<file path="src/hw/csiw_defs.svh">
// Purpose: Register indices, field positions and reset values
// Assumes: Byte address of a register is four times its index
// Notes:   Definitions only
`ifndef CSIW_DEFS_SVH
`define CSIW_DEFS_SVH

`define CSIW_IDX_ACK_MODE    8'h01
`define CSIW_IDX_GEN_CTL     8'h02
`define CSIW_IDX_STATUS      8'h04
`define CSIW_IDX_IRQ_CFG     8'h05
`define CSIW_IDX_WIN_EN      8'h06

`define CSIW_BIT_EXPL_ACK    0
`define CSIW_BIT_RING_EN     0
`define CSIW_BIT_DETECT      3
`define CSIW_BIT_READY       2
`define CSIW_BIT_BATTERY     0
`define CSIW_STEER_HI        7
`define CSIW_STEER_LO        4
`define CSIW_IOWIN_HI        7
`define CSIW_IOWIN_LO        6
`define CSIW_MEMWIN_HI       4

`define CSIW_IRQ_CFG_MASK    8'hfd
`define CSIW_WIN_EN_MASK     8'hdf
`define CSIW_STATUS_MASK     8'h0d
`define CSIW_RST_IRQ_CFG     8'h00
`define CSIW_RST_WIN_EN      8'h00
`define CSIW_RST_GEN_CTL     8'h00
`define CSIW_RST_ACK_MODE    8'h00

`define CSIW_IO_SPACE_LO     16
`define CSIW_MEM_PAGE_LO     12

`endif

</file>
<file path="src/hw/csiw_pkg.sv">
// Purpose: Types shared by the card interrupt and window enable block
// Assumes: Nothing
// Notes:   Steering codes as seen in the interrupt configuration register
package csiw_pkg;

    typedef enum logic [3:0] {
        CSIW_STEER_NONE  = 4'h0,
        CSIW_STEER_IRQ3  = 4'h3,
        CSIW_STEER_IRQ4  = 4'h4,
        CSIW_STEER_IRQ5  = 4'h5,
        CSIW_STEER_IRQ7  = 4'h7,
        CSIW_STEER_IRQ9  = 4'h9,
        CSIW_STEER_IRQ10 = 4'ha,
        CSIW_STEER_IRQ11 = 4'hb,
        CSIW_STEER_IRQ12 = 4'hc,
        CSIW_STEER_IRQ14 = 4'he,
        CSIW_STEER_IRQ15 = 4'hf
    } csiw_steer_type;

    typedef logic [7:0] csiw_byte_type;

endpackage

</file>
<file path="src/hw/csiw_top.sv">
// Purpose: Card status interrupt steering and address window enables
// Assumes: APB slave on clk_sys; card pins are asynchronous
// Notes:   Window bounds come from a neighbouring block on clk_sys
`timescale 1ns/1ps
`default_nettype none
`include "csiw_defs.svh"

module csiw_top #(
    parameter int ADDR_W      = 26,
    parameter int IO_WINDOWS  = 2,
    parameter int MEM_WINDOWS = 5
) (
    input  wire logic                        clk_sys,
    input  wire logic                        rst,
    input  wire logic                        psel,
    input  wire logic                        penable,
    input  wire logic                        pwrite,
    input  wire logic [11:0]                 paddr,
    input  wire logic [31:0]                 pwdata,
    output logic                             pready,
    output logic [31:0]                      prdata,
    output logic                             pslverr,
    input  wire logic                        card_detect_a_n,
    input  wire logic                        card_detect_b_n,
    input  wire logic                        card_busy_n,
    input  wire logic                        card_status_change_n,
    output logic [15:0]                      irq_out,
    input  wire logic                        sys_valid,
    input  wire logic                        sys_is_io,
    input  wire logic [ADDR_W-1:0]           sys_addr,
    input  wire logic [IO_WINDOWS-1:0][15:0] io_win_start,
    input  wire logic [IO_WINDOWS-1:0][15:0] io_win_stop,
    input  wire logic [MEM_WINDOWS-1:0][7:0] mem_win_start,
    input  wire logic [MEM_WINDOWS-1:0][7:0] mem_win_stop,
    input  wire logic [MEM_WINDOWS-1:0][13:0] mem_win_offset,
    output logic [1:0]                       card_enable_n,
    output logic [ADDR_W-1:0]                card_addr,
    output logic [IO_WINDOWS-1:0]            io_window_hit,
    output logic [MEM_WINDOWS-1:0]           mem_window_hit
);

    // Register layout fixes the window counts and the address span
    if (IO_WINDOWS != 2 || MEM_WINDOWS != 5)
        $error("csiw_top: window counts must be 2 and 5");
    if (ADDR_W < 20 || ADDR_W > 32)
        $error("csiw_top: ADDR_W must be 20 to 32");

    function automatic logic [15:0] steer_decode(input logic [3:0] code);
        logic [15:0] onehot;
        onehot = 16'h0000;
        case (csiw_pkg::csiw_steer_type'(code))
            csiw_pkg::CSIW_STEER_IRQ3:  onehot[3]  = 1'b1;
            csiw_pkg::CSIW_STEER_IRQ4:  onehot[4]  = 1'b1;
            csiw_pkg::CSIW_STEER_IRQ5:  onehot[5]  = 1'b1;
            csiw_pkg::CSIW_STEER_IRQ7:  onehot[7]  = 1'b1;
            csiw_pkg::CSIW_STEER_IRQ9:  onehot[9]  = 1'b1;
            csiw_pkg::CSIW_STEER_IRQ10: onehot[10] = 1'b1;
            csiw_pkg::CSIW_STEER_IRQ11: onehot[11] = 1'b1;
            csiw_pkg::CSIW_STEER_IRQ12: onehot[12] = 1'b1;
            csiw_pkg::CSIW_STEER_IRQ14: onehot[14] = 1'b1;
            csiw_pkg::CSIW_STEER_IRQ15: onehot[15] = 1'b1;
            default:                    onehot     = 16'h0000;
        endcase
        return onehot;
    endfunction

    function automatic logic index_hit(input logic [11:0] addr,
                                       input logic [7:0]  idx);
        return addr == {2'b00, idx, 2'b00};
    endfunction

    csiw_pkg::csiw_byte_type irq_cfg_reg;
    csiw_pkg::csiw_byte_type win_en_reg;
    csiw_pkg::csiw_byte_type gen_ctl_reg;
    csiw_pkg::csiw_byte_type ack_mode_reg;
    logic                    detect_change_flag_reg;
    logic                    ready_change_flag_reg;
    logic                    battery_flag_reg;
    logic [31:0]             prdata_reg;
    logic                    pslverr_reg;
    logic [15:0]             irq_reg;
    logic [1:0]              card_enable_n_reg;
    logic [ADDR_W-1:0]       card_addr_reg;
    logic [IO_WINDOWS-1:0]   io_hit_reg;
    logic [MEM_WINDOWS-1:0]  mem_hit_reg;

    logic [3:0] sync1_reg;
    logic [3:0] sync2_reg;
    logic [3:0] prev_reg;

    logic       setup_phase;
    logic       access_done;
    logic       wr_done;
    logic       rd_done;
    logic       mapped;
    logic [7:0] status_view;
    logic       irq_cfg_wr;
    logic       win_en_wr;
    logic       status_wr;
    logic       status_rd;

    logic       card_detect_irq_en;
    logic       ready_irq_en;
    logic       battery_status_irq_en;
    logic       ring_indicate_en;
    logic       explicit_writeback_ack;
    logic [3:0] irq_line_steer;
    logic [1:0] io_window_en;
    logic [4:0] mem_window_en;

    logic detect_event;
    logic ready_event;
    logic battery_event;

    assign irq_line_steer = irq_cfg_reg[`CSIW_STEER_HI:`CSIW_STEER_LO];
    assign card_detect_irq_en    = irq_cfg_reg[`CSIW_BIT_DETECT];
    assign ready_irq_en          = irq_cfg_reg[`CSIW_BIT_READY];
    assign battery_status_irq_en = irq_cfg_reg[`CSIW_BIT_BATTERY];
    assign ring_indicate_en      = gen_ctl_reg[`CSIW_BIT_RING_EN];
    assign explicit_writeback_ack = ack_mode_reg[`CSIW_BIT_EXPL_ACK];
    assign io_window_en  = win_en_reg[`CSIW_IOWIN_HI:`CSIW_IOWIN_LO];
    assign mem_window_en = win_en_reg[`CSIW_MEMWIN_HI:0];

    // APB: read data sampled at setup, answer in the access cycle
    assign setup_phase = psel && !penable;
    assign access_done = psel && penable;
    assign wr_done     = access_done && pwrite && !pslverr_reg;
    assign rd_done     = access_done && !pwrite && !pslverr_reg;
    assign pready      = access_done;
    assign prdata      = prdata_reg;
    assign pslverr     = pslverr_reg;

    assign mapped = index_hit(paddr, `CSIW_IDX_ACK_MODE)
                 || index_hit(paddr, `CSIW_IDX_GEN_CTL)
                 || index_hit(paddr, `CSIW_IDX_STATUS)
                 || index_hit(paddr, `CSIW_IDX_IRQ_CFG)
                 || index_hit(paddr, `CSIW_IDX_WIN_EN);

    assign irq_cfg_wr = wr_done && index_hit(paddr, `CSIW_IDX_IRQ_CFG);
    assign win_en_wr  = wr_done && index_hit(paddr, `CSIW_IDX_WIN_EN);
    assign status_wr  = wr_done && index_hit(paddr, `CSIW_IDX_STATUS);
    assign status_rd  = rd_done && index_hit(paddr, `CSIW_IDX_STATUS);

    assign status_view = {4'h0, detect_change_flag_reg,
                          ready_change_flag_reg, 1'b0,
                          battery_flag_reg};

    always_ff @(posedge clk_sys or posedge rst)
    begin
        if (rst)
        begin
            prdata_reg  <= 32'h0000_0000;
            pslverr_reg <= 1'b0;
        end
        else if (setup_phase)
        begin
            pslverr_reg <= !mapped;
            prdata_reg  <= 32'h0000_0000;
            if (!pwrite)
            begin
                if (index_hit(paddr, `CSIW_IDX_IRQ_CFG))
                    prdata_reg[7:0] <= irq_cfg_reg;
                else if (index_hit(paddr, `CSIW_IDX_WIN_EN))
                    prdata_reg[7:0] <= win_en_reg;
                else if (index_hit(paddr, `CSIW_IDX_STATUS))
                    prdata_reg[7:0] <= status_view;
                else if (index_hit(paddr, `CSIW_IDX_GEN_CTL))
                    prdata_reg[7:0] <= gen_ctl_reg;
                else if (index_hit(paddr, `CSIW_IDX_ACK_MODE))
                    prdata_reg[7:0] <= ack_mode_reg;
            end
        end
    end

    always_ff @(posedge clk_sys or posedge rst)
    begin
        if (rst)
            irq_cfg_reg <= `CSIW_RST_IRQ_CFG;
        else if (irq_cfg_wr)
            irq_cfg_reg <= pwdata[7:0] & `CSIW_IRQ_CFG_MASK;
    end

    // Independent bits, one per window
    always_ff @(posedge clk_sys or posedge rst)
    begin
        if (rst)
            win_en_reg <= `CSIW_RST_WIN_EN;
        else if (win_en_wr)
            win_en_reg <= pwdata[7:0] & `CSIW_WIN_EN_MASK;
    end

    always_ff @(posedge clk_sys or posedge rst)
    begin
        if (rst)
        begin
            gen_ctl_reg  <= `CSIW_RST_GEN_CTL;
            ack_mode_reg <= `CSIW_RST_ACK_MODE;
        end
        else if (wr_done)
        begin
            if (index_hit(paddr, `CSIW_IDX_GEN_CTL))
                gen_ctl_reg <= {7'h00, pwdata[`CSIW_BIT_RING_EN]};
            if (index_hit(paddr, `CSIW_IDX_ACK_MODE))
                ack_mode_reg <= {7'h00, pwdata[`CSIW_BIT_EXPL_ACK]};
        end
    end

    // Card pins: two stages, then a third for edge detection
    always_ff @(posedge clk_sys or posedge rst)
    begin
        if (rst)
        begin
            sync1_reg <= 4'hf;
            sync2_reg <= 4'hf;
            prev_reg  <= 4'hf;
        end
        else
        begin
            sync1_reg <= {card_detect_a_n, card_detect_b_n,
                          card_busy_n, card_status_change_n};
            sync2_reg <= sync1_reg;
            prev_reg  <= sync2_reg;
        end
    end

    assign detect_event  = (sync2_reg[3] != prev_reg[3])
                        || (sync2_reg[2] != prev_reg[2]);
    // Busy released means the card is ready again
    assign ready_event   = sync2_reg[1] && !prev_reg[1];
    // With ring indicate on, the input carries ring, not status
    assign battery_event = (sync2_reg[0] != prev_reg[0])
                        && !ring_indicate_en;

    function automatic logic flag_next(input logic flag,
                                       input logic en,
                                       input logic ev,
                                       input logic clr);
        if (!en)
            return 1'b0;
        if (ev)
            return 1'b1;
        if (clr)
            return 1'b0;
        return flag;
    endfunction

    // Event beats clear; a read clears only what it returned
    always_ff @(posedge clk_sys or posedge rst)
    begin
        if (rst)
        begin
            detect_change_flag_reg <= 1'b0;
            ready_change_flag_reg  <= 1'b0;
            battery_flag_reg       <= 1'b0;
        end
        else
        begin
            detect_change_flag_reg <= flag_next(detect_change_flag_reg,
                card_detect_irq_en, detect_event,
                explicit_writeback_ack
                    ? status_wr && pwdata[`CSIW_BIT_DETECT]
                    : status_rd && prdata_reg[`CSIW_BIT_DETECT]);
            ready_change_flag_reg <= flag_next(ready_change_flag_reg,
                ready_irq_en, ready_event,
                explicit_writeback_ack
                    ? status_wr && pwdata[`CSIW_BIT_READY]
                    : status_rd && prdata_reg[`CSIW_BIT_READY]);
            battery_flag_reg <= flag_next(battery_flag_reg,
                battery_status_irq_en, battery_event,
                explicit_writeback_ack
                    ? status_wr && pwdata[`CSIW_BIT_BATTERY]
                    : status_rd && prdata_reg[`CSIW_BIT_BATTERY]);
        end
    end

    // Request holds while any flag stands
    always_ff @(posedge clk_sys or posedge rst)
    begin
        if (rst)
            irq_reg <= 16'h0000;
        else if (detect_change_flag_reg || ready_change_flag_reg
                 || battery_flag_reg)
            irq_reg <= steer_decode(irq_line_steer);
        else
            irq_reg <= 16'h0000;
    end

    assign irq_out = irq_reg;

    // Window decode; one cycle from system address to card pins
    logic [IO_WINDOWS-1:0]  io_hit;
    logic [MEM_WINDOWS-1:0] mem_hit;
    logic [ADDR_W-1:0]      mem_xlat;
    logic                   io_space;

    assign io_space = sys_addr[ADDR_W-1:`CSIW_IO_SPACE_LO] == '0;

    always_comb
    begin
        io_hit = '0;
        for (int i = 0; i < IO_WINDOWS; i++)
            io_hit[i] = sys_valid && sys_is_io && io_space
                     && io_window_en[i]
                     && sys_addr[15:0] >= io_win_start[i]
                     && sys_addr[15:0] <= io_win_stop[i];
    end

    always_comb
    begin
        mem_hit  = '0;
        mem_xlat = '0;
        for (int i = 0; i < MEM_WINDOWS; i++)
        begin
            mem_hit[i] = sys_valid && !sys_is_io
                      && mem_window_en[i]
                      && sys_addr[19:12] >= mem_win_start[i]
                      && sys_addr[19:12] <= mem_win_stop[i];
            // Lowest window wins if software overlaps them
            if (mem_hit[i] && mem_xlat == '0)
                mem_xlat = ADDR_W'({mem_win_offset[i], 12'h000}
                         + {6'h00, sys_addr[19:0]});
        end
    end

    always_ff @(posedge clk_sys or posedge rst)
    begin
        if (rst)
        begin
            card_enable_n_reg <= 2'b11;
            card_addr_reg     <= '0;
            io_hit_reg        <= '0;
            mem_hit_reg       <= '0;
        end
        else
        begin
            io_hit_reg  <= io_hit;
            mem_hit_reg <= mem_hit;
            card_enable_n_reg <= (|io_hit || |mem_hit) ? 2'b00 : 2'b11;
            if (|io_hit)
                card_addr_reg <= sys_addr;
            else if (|mem_hit)
                card_addr_reg <= mem_xlat;
        end
    end

    assign card_enable_n  = card_enable_n_reg;
    assign card_addr      = card_addr_reg;
    assign io_window_hit  = io_hit_reg;
    assign mem_window_hit = mem_hit_reg;

endmodule

`default_nettype wire

</file>
<file path="config.mk">
export PLATFORM = sky130hd
export DESIGN_NAME = csiw_top
export DESIGN_NICKNAME = d
export VERILOG_FILES = /design/src/hw/csiw_pkg.sv /design/src/hw/csiw_top.sv
export VERILOG_INCLUDE_DIRS = /design/src /design/src/hw
export SDC_FILE = /design/constraint.sdc
export NUM_CORES = 1
export LEC_CHECK = 0
export BUFFER_PORTS_ARGS = -buffer_cell sky130_fd_sc_hd__buf_2
export CORE_AREA = 2 2 156 158
export DETAILED_ROUTE_END_ITERATION = 8
export DIE_AREA = 0 0 158 160
export PLACE_DENSITY = 0.74
export SKIP_CTS_REPAIR_TIMING = 1
export SYNTH_ARGS = -nofsm -noshare
export SYNTH_HDL_FRONTEND = slang
export SYNTH_SLANG_ARGS = --single-unit
export TNS_END_PERCENT = 30
</file>
<file path="constraint.sdc">
create_clock -name clk_sys -period 6.2 [get_ports clk_sys]
set_input_delay 0.31 -clock clk_sys [delete_from_list [all_inputs] [get_ports clk_sys]]
set_output_delay 0.31 -clock clk_sys [all_outputs]
set_load 0.01 [all_outputs]
</file>
==> impl_results.md <==
- Crit Path Category: primary input to flop
- Unrepaired setup endpoints after global routing: false
- DR vias: 10,603
- Hold slack: 62.8 ps
- Clock sink count: 84
- Number of synthesized flops with an enable pin: 0
- Stages on worst setup path: 14
- Peak VDD IR: ~0.00011 V
- Largest register FFs: 26
- Max Freq: between 150 and 200 MHz
- Max-cap viol count: 0
- P_leak: 6.93 nW
- Slowest stage delay, CP: 600 ps
- Starting DRT DRC Count: 593
- I/O Buffers: 325
- Data required, critical path: 6420 ps
- Power share of the sequential group: roughly 31%
- Top Family by Delay on Critical Path: simple AND/OR/NAND/NOR gates
- Status: finished clean
- Min-Delay Path Class: primary input to flop
- Final Critical Period: 5260 ps
- Clock latency on the worst-skew pair: between 300 and 400 ps
- Grt total ovfl: 0
- Final cell count without fillers: around 1,900
- Max Slew Vio Count: 0
- Arrival @ worst endpoint: 5480 ps
- Setup violators final: 0
- Synth warn: 0
- Top_reg_cell synth: dfrtp_1
- First-pass GRT wire length: ~53,000 um
- CTS tree: built
- Initial Util: 44.2%
- Worst setup EP type: flop
- Clock transition at the registers of the reported paths: 70 ps
- Reg-to-Reg Start: win_en_reg[0]
- Period utilisation layout: between 80% and 90%
- Die ar.: around 25,000 um2
- Core Rows: 57
- Die H: 160 um
- Clock network fraction of total power: 32.4%
- Setup crit start kind: primary input
- Area growth, synth to finish: 21.4%
- Fin. Hold Viols: 0
- Setup WS post-layout: 944 ps
- NetSw: 0.631 mW
- Routed len/inst: ~18 um
- Pre-CTS setup slack: 684 ps
- Power per cell area: 140 nW/um2
- Post-synthesis instance area: 10,500 um2
- CTS HTree Levels: 3
- Synthesized instance count: 1,266
- Int Power: ~1.2 mW
- Residual DRC: 0
- RePlAce Congestion: 0.925
- First drt pass iteration count: 5
- Seq/Total Area, Yosys: 20.1%
- Layout cells sized above 1: a little over a quarter
- Final ANT Viol Nets: 0
- CP Cell Sequence: buf_2 > ha_1 > a21o_1 > a211oi_1 > a21oi_1 > xor2_1 > nor4b_1 > a21oi_1 > or4b_4 > or2_4 > a21oi_4 > nor4b_4 > o21ai_2 > mux2_4
- Combinational Power Share: 36.4%
- CP max-delay cell: nor4b_1
- Largest net degree at the start of global routing: 63
- Clock buffer depth: 2
- Worst Setup EP: card_addr[12]
- Flops & latches, synth: 84
- Final clock skew: between 10 and 15 ps
- Worst-path fanout max: 17
- FF-to-FF path depth: 10
- DR vias/cell: 5.51
- Placed Area: 12,400 um2
- Core area: about 24,000 um2
- Initial antenna violation count: 8
- Syn Area/Cell: approximately 8.3 um2
- Async SR Flop Fraction: 100%
- Max-slew headroom: ~23%
- Post-Route WL: 34,400 um
- Die X-Extent: 158 um
- Buffers and inverters on the worst path: 1
- Worst Tran Pin Value: 1140 ps
- Final #Nets: 2,074
- All-Layer GR Usage: 26.5%
- Root Driver: clkbuf_16
- Top Ports: 380
- Dpl cells: 1,902
- Number of CTS-inserted buffers: 9
- Crit path from: sys_addr[16]
- Post-route setup TNS: 0 ps
- Crit Reg-Reg Endpoint: card_addr[12]
- Vias in the first global route: roughly 10,000
- R2r setup slk: 1880 ps
- Sw frac: about a third
- Post-DP HPWL: 28,400 um
- Critical Path Most Common Cell: a21oi_1
- Cell variety after synth: 89
- Final Cell Area: 12,800 um2
-- Yosys cell counts (30+ instances only) --
cell type	instances	area share, %
nor2_1	60	2.1
nand2_1	63	2.2
a21oi_1	82	3.9
a21o_1	46	3.3
ha_1	184	22
dfrtp_1	71	17
buf_4	31	2.2
inv_1	166	5.9
nand3_1	32	1.5
xnor2_1	30	2.5
o21ai_0	61	2.9
nor3_1	35	1.7
-- cell usage in the layout (no fill, tap or decap), types with 27 or more instances in the layout --
cell type    n
o21ai_0     61
o21a_1      28
nand3_1     32
dfrtp_1     71
nor2_1      59
a21oi_1     82
nor2b_1     28
nor3_1      35
inv_1      165
buf_2      325
ha_1       184
nand2_1     63
xnor2_1     30
mux2_2      27
a21o_1      46
conb_1      30
-- layer usage --
layer,track usage [%],wire [um]
met1,34.6,15200
met2,45.1,16200
met3,3.85,2110
met4,8.03,926
met5,0,0
-- worst min path at each step --
stage | cells after the start | slack [ps] | start | to
2_1_floorplan | 0 | 310 | card_status_change_n | sync1_reg[0]
3_3_place_gp | 2 | 320 | rst | card_addr[11]
3_5_place_dp | 2 | 330 | rst | card_addr[11]
4_1_cts | 2 | -50 | rst | card_addr[11]
5_1_grt | 1 | 50 | card_status_change_n | sync1_reg[0]
6_report | 1 | 60 | card_status_change_n | sync1_reg[0]
-- power groups by stage --
stage,Clock (mW),Sequential (mW),Combinational (mW)
5_1_grt,0.616,0.560,0.734
3_3_place_gp,0,0.569,0.629
4_1_cts,0.593,0.559,0.648
6_report,0.581,0.559,0.651
3_5_place_dp,0,0.570,0.644
2_1_floorplan,0,0.570,0.416
-- cells by family (layout without fill, tap and decap cells) --
| group | count (synthesis) | after routing | synth area share, % |
|---|---|---|---|
| adder cells (fa/ha/maj) | 189 | 189 | 22.8 |
| multiplexers | 36 | 36 | 3.83 |
| other | 1 | 36 | 0.0357 |
| buffers and inverters | 221 | 521 | 9.11 |
| AO/OA/AOI/OAI | 356 | 356 | 23.1 |
| XOR/XNOR | 51 | 51 | 4.25 |
| flip-flops | 84 | 84 | 20.1 |
| AND/OR/NAND/NOR | 328 | 328 | 16.7 |
-- area by class of cell --
class / count / area (um2)
sequential: 84 / 2120
tap: 324 / 405
clock inverter: 7 / 88.8
inverter: 166 / 624
timing repair buffer: 339 / 1730
fill: 2306 / 11000
antenna: 6 / 15.0
clock buffer: 9 / 225
multi-input combinational: 990 / 7560
-- through the flow --
stage	total power, mW	util (%)
floorplan	0.986	-
global placement	1.20	52.2
detailed placement	1.21	52.2
CTS	1.80	53.5
global route	1.91	53.6
finish	1.79	53.6
Power figures use the tool's default switching activity.
